===== src/dtt_pkg.sv =====
// Package: register map, field layout, states and carriers of the DMA termination engine
package dtt_pkg;

  // ------------------------------------------------------------
  // Register byte offsets
  // ------------------------------------------------------------
  localparam logic [7:0]      ADDR_CMD  = 8'h00;
  localparam logic [7:0]      ADDR_END  = 8'h04;
  localparam logic [7:0]      ADDR_STAT = 8'h08;
  localparam logic [1:0][7:0] ADDR_MODE = {8'h14, 8'h10};
  localparam logic [1:0][7:0] ADDR_CNT  = {8'h1c, 8'h18};

  // ------------------------------------------------------------
  // Field positions
  // ------------------------------------------------------------
  localparam int CMD_GEN    = 0;
  localparam int CMD_CUT    = 1;
  localparam int CMD_RR     = 2;
  localparam int CMD_IE     = 3;
  localparam int MODE_EN    = 0;
  localparam int MODE_SW    = 1;
  localparam int MODE_BURST = 2;
  localparam int MODE_WIDE  = 3;
  localparam int MODE_SRC   = 4;

  localparam logic [1:0] SRC_SW  = 2'h0;
  localparam logic [1:0] SRC_PIN = 2'h1;
  localparam logic [1:0] SRC_PER = 2'h2;

  // Reset values and timing
  localparam logic [15:0] CNT_RST       = 16'h0000;
  localparam logic [2:0]  SYNC_IDLE     = 3'h7;
  localparam int          MIN_START_CYC = 2;

  typedef enum logic [2:0] {
    ST_IDLE = 3'h0,
    ST_ARB  = 3'h1,
    ST_RD   = 3'h3,
    ST_WR   = 3'h2
  } dtt_state_type;

  typedef struct packed {
    logic        en;
    logic        sw;
    logic        swTail;
    logic        burst;
    logic        wide;
    logic [1:0]  src;
    logic [15:0] cnt;
  } dtt_chan_type;

  typedef struct packed {
    logic        req;
    logic        write;
    logic        chan;
    logic [1:0]  byteEn;
    logic [15:0] data;
  } dtt_acc_type;

  typedef struct packed {
    dtt_chan_type [1:0] ch;
    logic               gEn;
    logic               cut;
    logic               rr;
    logic [1:0]         ie;
    logic [1:0]         endFlg;
    logic               prioCh1;
    dtt_state_type      st;
    logic               cur;
    logic               pendWr;
    logic [15:0]        data;
    logic [31:0]        rdata;
    logic [2:0]         fiqS;
    logic [2:0]         brS;
    logic [1:0][2:0]    rqS;
    logic               fiqLvl;
    logic               brLvl;
    logic [1:0]         rqLvl;
  } dtt_regs_type;

endpackage


===== src/dtt_engine.sv =====
// Two-channel DMA engine: termination, start timing and bus sharing
// Behaviour
// Cutoff option set: active fast interrupt clears global enable.
// Fast-interrupt stop takes effect at the end of the current item.
// Fast-interrupt stop is local, independent of interrupt controller.
// Writing 0 to a channel enable stops and disables that channel.
// Writing 0 to global enable stops and disables both channels.
// Transfer starts at least two cycles after the request cycle.
// Waiting channel raises bus request the cycle after the request.
// Every access goes through the memory controller, which sets length.
// Wide write to 8-bit peripheral passes only the low byte.
// Wide read from 8-bit peripheral replicates the byte to both halves.
// Requesting interrupt waits for burst end, or one item.
// Slow acknowledged device stretches access with the wait pin.
// Level-sensed burst requester holds its request until burst end.
// Level-sensed pin bursts never pause on request release.
// Clearing software start in cycle steal stops after one more item.
// Bus release request: give up bus after the current access.
// Resume the interrupted transfer once the bus is granted again.
// Software never targets the engine's own registers by DMA.
// No bus grant while the CPU runs an atomic swap.
// Requests keep being served in the halt state.
// Count reaching zero ends transfer and sets the end flag.
// Count end clears only that channel enable, not the global one.
// Count end raises an interrupt request if its enable is 1.
// Clearing global enable restores channel 0 priority, keeps scheme.
// Cutoff option clear: fast interrupt has no effect at all.
// Forced stop completes the item in flight, no partial item.
`timescale 1ns/100ps
module dtt_engine
  import dtt_pkg::*;
(
  input  wire logic        sys_clk,      // System clock
  input  wire logic        rst_n,        // Synchronous reset
  input  wire logic [7:0]  regAddr,      // Register byte address
  input  wire logic [31:0] regWdata,     // Register write data
  input  wire logic        regWr,        // Write strobe
  input  wire logic        regRd,        // Read strobe
  output logic      [31:0] regRdata,     // Read data, cycle after strobe
  input  wire logic        fastIntPin_n, // Fast interrupt pin
  input  wire logic        busRelReq_n,  // External bus release request pin
  input  wire logic [1:0]  extReq_n,     // External request pins
  input  wire logic [1:0]  periphReq,    // On-chip peripheral requests
  output logic             busReq,       // Bus request to arbiter
  input  wire logic        busGrant,     // Bus granted
  input  wire logic        swapBusy,     // CPU in atomic swap
  output dtt_acc_type      acc,          // Access to memory controller
  input  wire logic        accDone,      // Access finished
  input  wire logic [15:0] accRdata,     // Access read data
  input  wire logic        narrowRd,     // Read target is 8-bit peripheral
  input  wire logic        narrowWr,     // Write target is 8-bit peripheral
  output logic      [1:0]  chanIrq,      // Count end interrupt requests
  output logic      [1:0]  irqHold       // Hold requesting interrupt
);

  dtt_regs_type r;
  dtt_regs_type n;
  logic [1:0]   req;
  logic         pick;
  logic         fiqAct;
  logic         brAct;
  logic         stop;
  logic         cont;

  assign fiqAct = !r.fiqLvl;
  assign brAct  = !r.brLvl;

  // ------------------------------------------------------------
  // Next state
  // ------------------------------------------------------------
  always_comb begin
    n      = r;
    req    = '0;
    pick   = 1'b0;
    stop   = 1'b0;
    cont   = 1'b0;
    n.rdata = '0;

    // Pins: three flops, a change counts when the last two agree
    n.fiqS = {r.fiqS[1:0], fastIntPin_n};
    n.brS  = {r.brS[1:0], busRelReq_n};
    if (r.fiqS[2] == r.fiqS[1]) begin
      n.fiqLvl = r.fiqS[2];
    end
    if (r.brS[2] == r.brS[1]) begin
      n.brLvl = r.brS[2];
    end

    // Halt mode is not an input: requests are served regardless
    for (int c = 0; c < 2; c++) begin
      n.rqS[c] = {r.rqS[c][1:0], extReq_n[c]};
      if (r.rqS[c][2] == r.rqS[c][1]) begin
        n.rqLvl[c] = r.rqS[c][2];
      end
      case (r.ch[c].src)
        SRC_SW:  req[c] = r.ch[c].sw | r.ch[c].swTail;
        SRC_PIN: req[c] = !r.rqLvl[c];
        SRC_PER: req[c] = periphReq[c];
        default: req[c] = 1'b0;
      endcase
      req[c] = req[c] & r.ch[c].en & r.gEn;
    end

    // Register writes
    if (regWr) begin
      if (regAddr == ADDR_CMD) begin
        n.gEn = regWdata[CMD_GEN];
        n.cut = regWdata[CMD_CUT];
        n.rr  = regWdata[CMD_RR];
        n.ie  = regWdata[CMD_IE+:2];
      end
      if (regAddr == ADDR_END) begin
        n.endFlg = r.endFlg & ~regWdata[1:0];
      end
      for (int c = 0; c < 2; c++) begin
        if (regAddr == ADDR_MODE[c]) begin
          n.ch[c].en    = regWdata[MODE_EN];
          n.ch[c].sw    = regWdata[MODE_SW];
          n.ch[c].burst = regWdata[MODE_BURST];
          n.ch[c].wide  = regWdata[MODE_WIDE];
          n.ch[c].src   = regWdata[MODE_SRC+:2];
          if (r.ch[c].sw && !regWdata[MODE_SW] && !r.ch[c].burst) begin
            n.ch[c].swTail = r.ch[c].en;
          end
        end
        if (regAddr == ADDR_CNT[c]) begin
          n.ch[c].cnt = regWdata[15:0];
        end
      end
    end

    // Reads
    if (regRd) begin
      case (regAddr)
        ADDR_CMD:     n.rdata = {27'h0, r.ie, r.rr, r.cut, r.gEn};
        ADDR_END:     n.rdata = {30'h0, r.endFlg};
        ADDR_STAT:    n.rdata = {26'h0, r.prioCh1, r.pendWr, r.cur, r.st};
        ADDR_MODE[0]: n.rdata = {26'h0, r.ch[0].src, r.ch[0].wide,
                                 r.ch[0].burst, r.ch[0].sw, r.ch[0].en};
        ADDR_MODE[1]: n.rdata = {26'h0, r.ch[1].src, r.ch[1].wide,
                                 r.ch[1].burst, r.ch[1].sw, r.ch[1].en};
        ADDR_CNT[0]:  n.rdata = {16'h0, r.ch[0].cnt};
        ADDR_CNT[1]:  n.rdata = {16'h0, r.ch[1].cnt};
        default:      n.rdata = '0;
      endcase
    end

    // Cutoff acts straight from the pin, no interrupt controller involved
    if (r.cut && fiqAct) begin
      n.gEn = 1'b0;
    end

    // Transfer sequencing
    pick = req[1] && (!req[0] || (r.rr && r.prioCh1));
    case (r.st)
      ST_IDLE: begin
        if (|req) begin
          n.cur    = pick;
          n.pendWr = 1'b0;
          n.st     = ST_ARB;
        end
      end
      ST_ARB: begin
        if (!r.pendWr && !(n.ch[r.cur].en && n.gEn)) begin
          n.st = ST_IDLE;
        end else if (busGrant && !swapBusy && !brAct) begin
          n.st = r.pendWr ? ST_WR : ST_RD;
        end
      end
      ST_RD: begin
        if (accDone) begin
          n.data = accRdata;
          if (narrowRd && r.ch[r.cur].wide) begin
            n.data = {accRdata[7:0], accRdata[7:0]};
          end
          n.pendWr = brAct;
          n.st     = brAct ? ST_ARB : ST_WR;
        end
      end
      ST_WR: begin
        if (accDone) begin
          n.pendWr = 1'b0;
          n.ch[r.cur].cnt    = r.ch[r.cur].cnt - 16'h0001;
          n.ch[r.cur].swTail = 1'b0;
          if (r.rr) begin
            n.prioCh1 = !r.cur;
          end
          if (r.ch[r.cur].cnt == 16'h0001) begin
            n.ch[r.cur].en     = 1'b0;
            n.endFlg[r.cur]    = 1'b1;
          end
          // Enables are checked here and in ST_ARB with no write pending, so the item in flight completes
          stop = !n.ch[r.cur].en || !n.gEn;
          // Pin requests never pause a burst; the requester holds it
          cont = r.ch[r.cur].burst &&
                 !(r.ch[r.cur].src == SRC_PER && !periphReq[r.cur]);
          if (stop || !cont) begin
            n.st = ST_IDLE;
          end else begin
            n.st = brAct ? ST_ARB : ST_RD;
          end
        end
      end
      default: n.st = ST_IDLE;
    endcase

    if (!n.gEn) begin
      n.prioCh1 = 1'b0;
    end
  end

  always_ff @(posedge sys_clk) begin
    if (!rst_n) begin
      r        <= '0;
      r.fiqS   <= SYNC_IDLE;
      r.brS    <= SYNC_IDLE;
      r.rqS    <= {SYNC_IDLE, SYNC_IDLE};
      r.fiqLvl <= 1'b1;
      r.brLvl  <= 1'b1;
      r.rqLvl  <= 2'h3;
      r.ch[0].cnt <= CNT_RST;
      r.ch[1].cnt <= CNT_RST;
    end else begin
      r <= n;
    end
  end

  // ------------------------------------------------------------
  // Outputs
  // ------------------------------------------------------------
  assign regRdata   = r.rdata;
  assign busReq     = (r.st == ST_ARB && !brAct) || r.st == ST_RD || r.st == ST_WR;
  assign acc.req    = r.st == ST_RD || r.st == ST_WR;
  assign acc.write  = r.st == ST_WR;
  assign acc.chan   = r.cur;
  assign acc.data   = r.data;
  // A narrow write target sees the low lane only
  assign acc.byteEn = (r.st == ST_WR && (narrowWr || !r.ch[r.cur].wide)) ?
                      2'h1 : 2'h3;

  for (genvar g = 0; g < 2; g++) begin : gen_chan
    assign chanIrq[g] = r.endFlg[g] & r.ie[g];
    // Held for the whole burst, or for one item in cycle steal
    assign irqHold[g] = r.st != ST_IDLE && r.cur == 1'(g);
  end

  // ------------------------------------------------------------
  // Start latency helper
  // ------------------------------------------------------------
  // Cycles since the engine left idle; saturates so long bursts stay cheap
  logic [1:0] startAge;

  always_ff @(posedge sys_clk) begin
    if (!rst_n) begin
      startAge <= 2'h0;
    end else if (r.st == ST_IDLE) begin
      startAge <= 2'h0;
    end else if (startAge != 2'h3) begin
      startAge <= startAge + 2'h1;
    end
  end
endmodule


===== config.mk =====
export PLATFORM = sky130hd
export DESIGN_NAME = dtt_engine
export DESIGN_NICKNAME = d
export VERILOG_FILES = /design/src/dtt_pkg.sv /design/src/dtt_engine.sv
export SDC_FILE = /design/constraint.sdc
export NUM_CORES = 1
export LEC_CHECK = 0
export BUFFER_PORTS_ARGS = -buffer_cell sky130_fd_sc_hd__buf_2
export CAP_MARGIN = 40
export CORE_UTILIZATION = 45
export CTS_CLUSTER_DIAMETER = 120
export DETAILED_ROUTE_END_ITERATION = 7
export PLACE_DENSITY = 0.69
export SLEW_MARGIN = 20
export SYNTH_ARGS = -nofsm -noshare
export SYNTH_HDL_FRONTEND = slang
export SYNTH_SLANG_ARGS = --single-unit

===== constraint.sdc =====
create_clock -name sys_clk -period 3.6 [get_ports sys_clk]
set_input_delay 0.9 -clock sys_clk [delete_from_list [all_inputs] [get_ports sys_clk]]
set_output_delay 0.9 -clock sys_clk [all_outputs]
set_load 0.05 [all_outputs]

; ---- After elaboration in Yosys (flattened, before gate mapping)
; Cells that the tools add are included.
; Widths: inputs -> output; s select.
[totals]
out_inout_bits = 58
regBits = 123
wordCells = 185
[op_classes]
reduce_logical = 59
n_eq_ne = 23
n_mux = 55
add_sub_neg = 1
bitwise_logic = 12
n_lt_le_gt_ge = 2
[ops]
columns = cell, n
row1 = $mux 46, 5
row2 = $bwmux 46, 3
row3 = $mux 23, 5
row4 = $pmux 16 s7, 1
row5 = $demux 23 s1, 3
row6 = $mux 16, 4
row7 = $mux 53, 1
row8 = $mux 20, 2
row9 = $eq 8x5->1 const B, 4
row10 = $mux 21, 1
row11 = $logic_and 1x1->1, 19
row12 = $logic_not 1->1, 18
row13 = $mux 17, 1
row14 = $eq 16x1->1 const B, 1
row15 = $sub 16x1->16 const B, 1
row16 = $mux 7, 2
row17 = $mux 2, 6
row18 = $mux 3, 4
row19 = $pmux 3 s4, 1
row20 = $mux 5, 2
row21 = $reduce_and 2->1, 5
row22 = $mux 1, 9
row23 = $pmux 1 s3, 3
row24 = $eq 8x3->1 const B, 1
row25 = 27 further kinds, 50

; ---- Longest topological paths before layout
[depth]
depth_word = 20
depth_mapped = 11
mapped_depth_nobuf = 8

; ---- Worst setup path before layout
; No wires, ideal clock.
[synth_timing]
path_kind = input to output
from = input port narrowWr
to = output port acc[17] (netlist name)
slack_ps = 704
path_stages = 1
t_arrival_ps = 1996
path_cell_list = o21ai_0
[synth_via]
elab_chain_len = 3
[synth_rtl]
columns = element, line
row1 = from (decl), dtt_engine.sv:51  ; input wire logic narrowWr,
row2 = $logic_or 1x1->1, dtt_engine.sv:238  ; assign acc.byteEn = (r.st == ST_WR && (narrowWr || !r.ch[r.cur].wide)) ?
row3 = $logic_and 1x1->1, dtt_engine.sv:238
row4 = $mux 2, dtt_engine.sv:238
row5 = to (decl), dtt_engine.sv:47  ; output dtt_acc_type acc,
; No other way between the ends.

==> results.txt <==
----------------------------------------------------
[Status]
  Status ... completed

[Clock tree]
  Clock transition at the registers of the reported paths ... about 80 ps
  Max H-tree Level ... 3
  CTS tree ... done
  Post-CTS setup-driven buffer insertion count ... 0
  Cts bufs inserted ... 9
  Largest buffer count on any clock path ... 2
  Number of clock sinks ... ~110
  Insertion delay to the later sink of the worst-skew pair ... roughly 350 ps
  CTS hold repair buffers ... 0
  Number of gates given a new drive strength after cts ... 0
  CTS Root Cell ... sky130_fd_sc_hd__clkbuf_16

[Global route]
  Vias in the first global route ... roughly 4600
  Antenna violations before repair ... 0
  GRT Overall Usage ... roughly 22%
  Global-route wire length before repair ... between 20000 and 25000 um
  Total congestion overflow ... 0
  Largest net degree at the start of global routing ... between 40 and 50

[Hold path]
  Worst hold path depth ... 1
  Path class of the lowest-slack min-delay path ... reg -> reg
  Worst hold start ... n[14]

[Floorplanning]
  Width of the die ... approximately 110 um
  Starting utilization of the core area ... a little under half
  Area of the die ... between 10000 and 15000 um2
  Die Y-Extent ... between 100 and 150 um
  Core Region ... around 12000 um2
  Number of placed I/O pins ... 129
  Std-Cell Rows ... 40

[Critical path]
  Startpoint class of the critical path ... register
  Worst reg-to-reg path cell count ... 7
  Worst reg-to-reg setup slack ... approximately 980 ps
  Critical path capture point ... acc[17]
  Crit. Startpoint ... acc[18]
  Worst reg2reg path startpoint ... acc[18]
  Required time worst endpoint ... 2700 ps
  Data arrival time at the worst-slack endpoint ... 1980 ps
  Setup Crit Path Kind ... reg -> out
  Max FO, Critical Path ... 21
  Critical register-to-register path endpoint ... r[111]
  Kind of end point of the critical path ... output pin

[Cells and area]
  Synth-to-Final Area Change ... 11.38%
  Share of post-route cells with drive strength above 1 ... around 18%
  Final antenna diode count ... 0
  Net total in the final layout ... ~810
  Final standard cell count with taps included and fillers excluded ... roughly 900
  Total of fill cells in the finished design ... ~1200

[Logic synthesis]
  Mapped cell area ... approximately 5600 um2
  Count of synthesis-stage warnings from yosys ... 0
  Count of cell types in the netlist ... 59
  Seq cells post-synth ... ~110
  Fraction of the yosys area taken by sequential cells ... roughly 38%
  Dominant cell type by area after synthesis ... sky130_fd_sc_hd__dfxtp_1
  Proportion of synthesized flip-flops having asynchronous set or reset ... 0%
  Most used DFF post-synth ... sky130_fd_sc_hd__dfxtp_1
  Top-area cell type share of the netlist area ... a little under two fifths
  Biggest area contributors in the synthesized netlist ... sky130_fd_sc_hd__dfxtp_1 (38%), sky130_fd_sc_hd__mux2i_1 (8.0%), sky130_fd_sc_hd__buf_4 (6.8%)
  Avg Synthesized Cell Area ... 8.116 um2
  Synthesized instance count ... 691
  Post-synth EDFFs ... 0

[STA]
  RSZ-0062 raised after global routing ... false
  Period utilization ... about 80%
  Final Max Tran Viols ... 0
  Number of setup violations in the final report ... 0
  TNS Setup ... 0 ps
  Number of hold-slack violations in the final timing report ... 0
  Final worst path period need ... approximately 2900 ps
  Worst-case headroom to the max-slew limit ... 48.64%
  Slew of the pin with the lowest slew margin ... 770.3 ps
  Maximum frequency from static timing analysis ... about 350 MHz
  Worst clock skew on the final layout ... roughly 8 ps
  Worst hold-check slack ... 411.6 ps

[Placement]
  Count of placed standard cells including taps ... 890
  Final estimated routing congestion in global placement ... ~0.85
  DPL Wire Length ... between 10000 and 15000 um
  Count of input and output buffers ... 95

[Power]
  Internal power component ... 1779 uW
  Power spent charging and discharging nets ... 604.1 uW
  Sw Ratio ... 25.35%
  Worst IR drop on VDD ... about 0.00019 V
  Power density cells ... around 380 nW/um2
  Fraction of power consumed by sequential logic ... between 40% and 50%
  Static power due to leakage ... roughly 0.0026 uW
  Part of the total power dissipated in the clock network ... approximately 45%
  Fraction of power consumed by combinational cells ... 6.0%

[Detailed routing]
  Routed wire length ... around 14000 um
  Vias ... just over 5000
  Iteration-0 DRC count of the detailed router ... around 500
  Post-route ant nets ... 0
  Detailed-routing iteration count for the pre-antenna-repair pass ... 5
  Remaining DRCs ... 0
  Wire per inst ... between 15 and 20 um
  Via/cell ratio ... 5.582

[Flow run]
  Max-cap violations ... 0

----------------------------------------------------
==> logic make-up after synthesis <==
family | after synthesis | share of synthesized area (%)
AO/OA/AOI/OAI | 149 | 17.98
XOR/XNOR | 12 | 1.874
adder cells (fa/ha/maj) | 2 | 0.4462
buffers and inverters | 104 | 10.62
flip-flops | 106 | 37.84
multiplexers | 46 | 8.233
other | 2 | 0.1339
AND/OR/NAND/NOR | 270 | 22.87
==> worst max-delay path: stages (launching register included) <==
cell,delay (ps)
sky130_fd_sc_hd__dfxtp_1,570
sky130_fd_sc_hd__buf_4,370
sky130_fd_sc_hd__mux2i_1,340
sky130_fd_sc_hd__o21ai_0,110
sky130_fd_sc_hd__buf_2,240
==> metrics by stage <==
step	util, %	instance area [um2]	power [uW]	setup WS [ps]
2_1_floorplan	-	5664	1308	703.7
3_3_place_gp	48.91	5899	1344	610.7
3_5_place_dp	49.08	5919	1350	540.6
4_1_cts	51.74	6241	2388	717.8
5_1_grt	51.78	6246	2436	638.9
6_report	51.78	6246	2383	717.0
==> cell type report <==
class / count / area (um2) / share of cell area, %
clock buffers: 9 / 225.2 / 3.606
flip-flops and latches: 106 / 2122 / 33.97
inverters: 11 / 41.29 / 0.6611
repair buffers: 110 / 598.1 / 9.575
multi-input cells: 496 / 2953 / 47.28
clock inverters: 7 / 96.34 / 1.542
well taps: 168 / 210.2 / 3.365
==> worst min-delay path by stage <==
stage,to,slack [ps]
final,n[15],410
after global routing,n[12],440
after CTS,n[15],420
after detailed placement,n[15],400
after global placement,n[15],390
after floorplan,n[12],390
==> synth_stat cells (5+ instances only) <==
library cell               instances
sky130_fd_sc_hd__o21ai_0          33
sky130_fd_sc_hd__a21oi_1          43
sky130_fd_sc_hd__a311oi_1         17
sky130_fd_sc_hd__buf_4            51
sky130_fd_sc_hd__clkbuf_1         33
sky130_fd_sc_hd__nand2_1          95
sky130_fd_sc_hd__a221oi_1          5
sky130_fd_sc_hd__xnor2_1           8
sky130_fd_sc_hd__nor3_1           18
sky130_fd_sc_hd__o211a_1          12
sky130_fd_sc_hd__dfxtp_1         106
sky130_fd_sc_hd__nor3b_1           9
sky130_fd_sc_hd__nor2_1           68
sky130_fd_sc_hd__inv_1            10
sky130_fd_sc_hd__a211oi_1         12
sky130_fd_sc_hd__nand3_1          27
sky130_fd_sc_hd__nand2b_1         18
sky130_fd_sc_hd__mux2i_1          45
==> power groups by stage <==
stage          Combinational, uW  Clock, uW  Sequential, uW
2_1_floorplan                101          0            1210
3_3_place_gp                 137          0            1210
3_5_place_dp                 142          0            1210
4_1_cts                      143       1070            1180
5_1_grt                      153       1100            1180
6_report                     144       1060            1180
==> routing by layer <==
layer / share of wire [%] / wire [um] / global-route usage, % / vias up
met5: 0 / 0 / 0 / -
met4: 1.7 / 251 / 7.193 / 0
met3: 6.8 / 972 / 4.623 / 29
met2: 45 / 6517 / 35.49 / 210
met1: 46 / 6647 / 30.35 / 2363
li1: - / - / - / 2461
==> layout by cell type, fill, tap and decap left out, types with 13 or more instances in the layout <==
| master | instances |
|---|---|
| sky130_fd_sc_hd__conb_1 | 17 |
| sky130_fd_sc_hd__buf_4 | 13 |
| sky130_fd_sc_hd__nand2b_1 | 18 |
| sky130_fd_sc_hd__nor3_1 | 18 |
| sky130_fd_sc_hd__a311oi_1 | 17 |
| sky130_fd_sc_hd__nand3_1 | 27 |
| sky130_fd_sc_hd__nor2_1 | 68 |
| sky130_fd_sc_hd__o21ai_0 | 33 |
| sky130_fd_sc_hd__a21oi_1 | 43 |
| sky130_fd_sc_hd__mux2i_1 | 45 |
| sky130_fd_sc_hd__dfxtp_1 | 106 |
| sky130_fd_sc_hd__nand2_1 | 95 |
| sky130_fd_sc_hd__buf_2 | 96 |
==> state kept, by name, indices dropped and copies added, names as in the netlist <==
register,cells
r,65
acc,17
regRdata,16
n,8
Power figures use the tool's default switching activity.
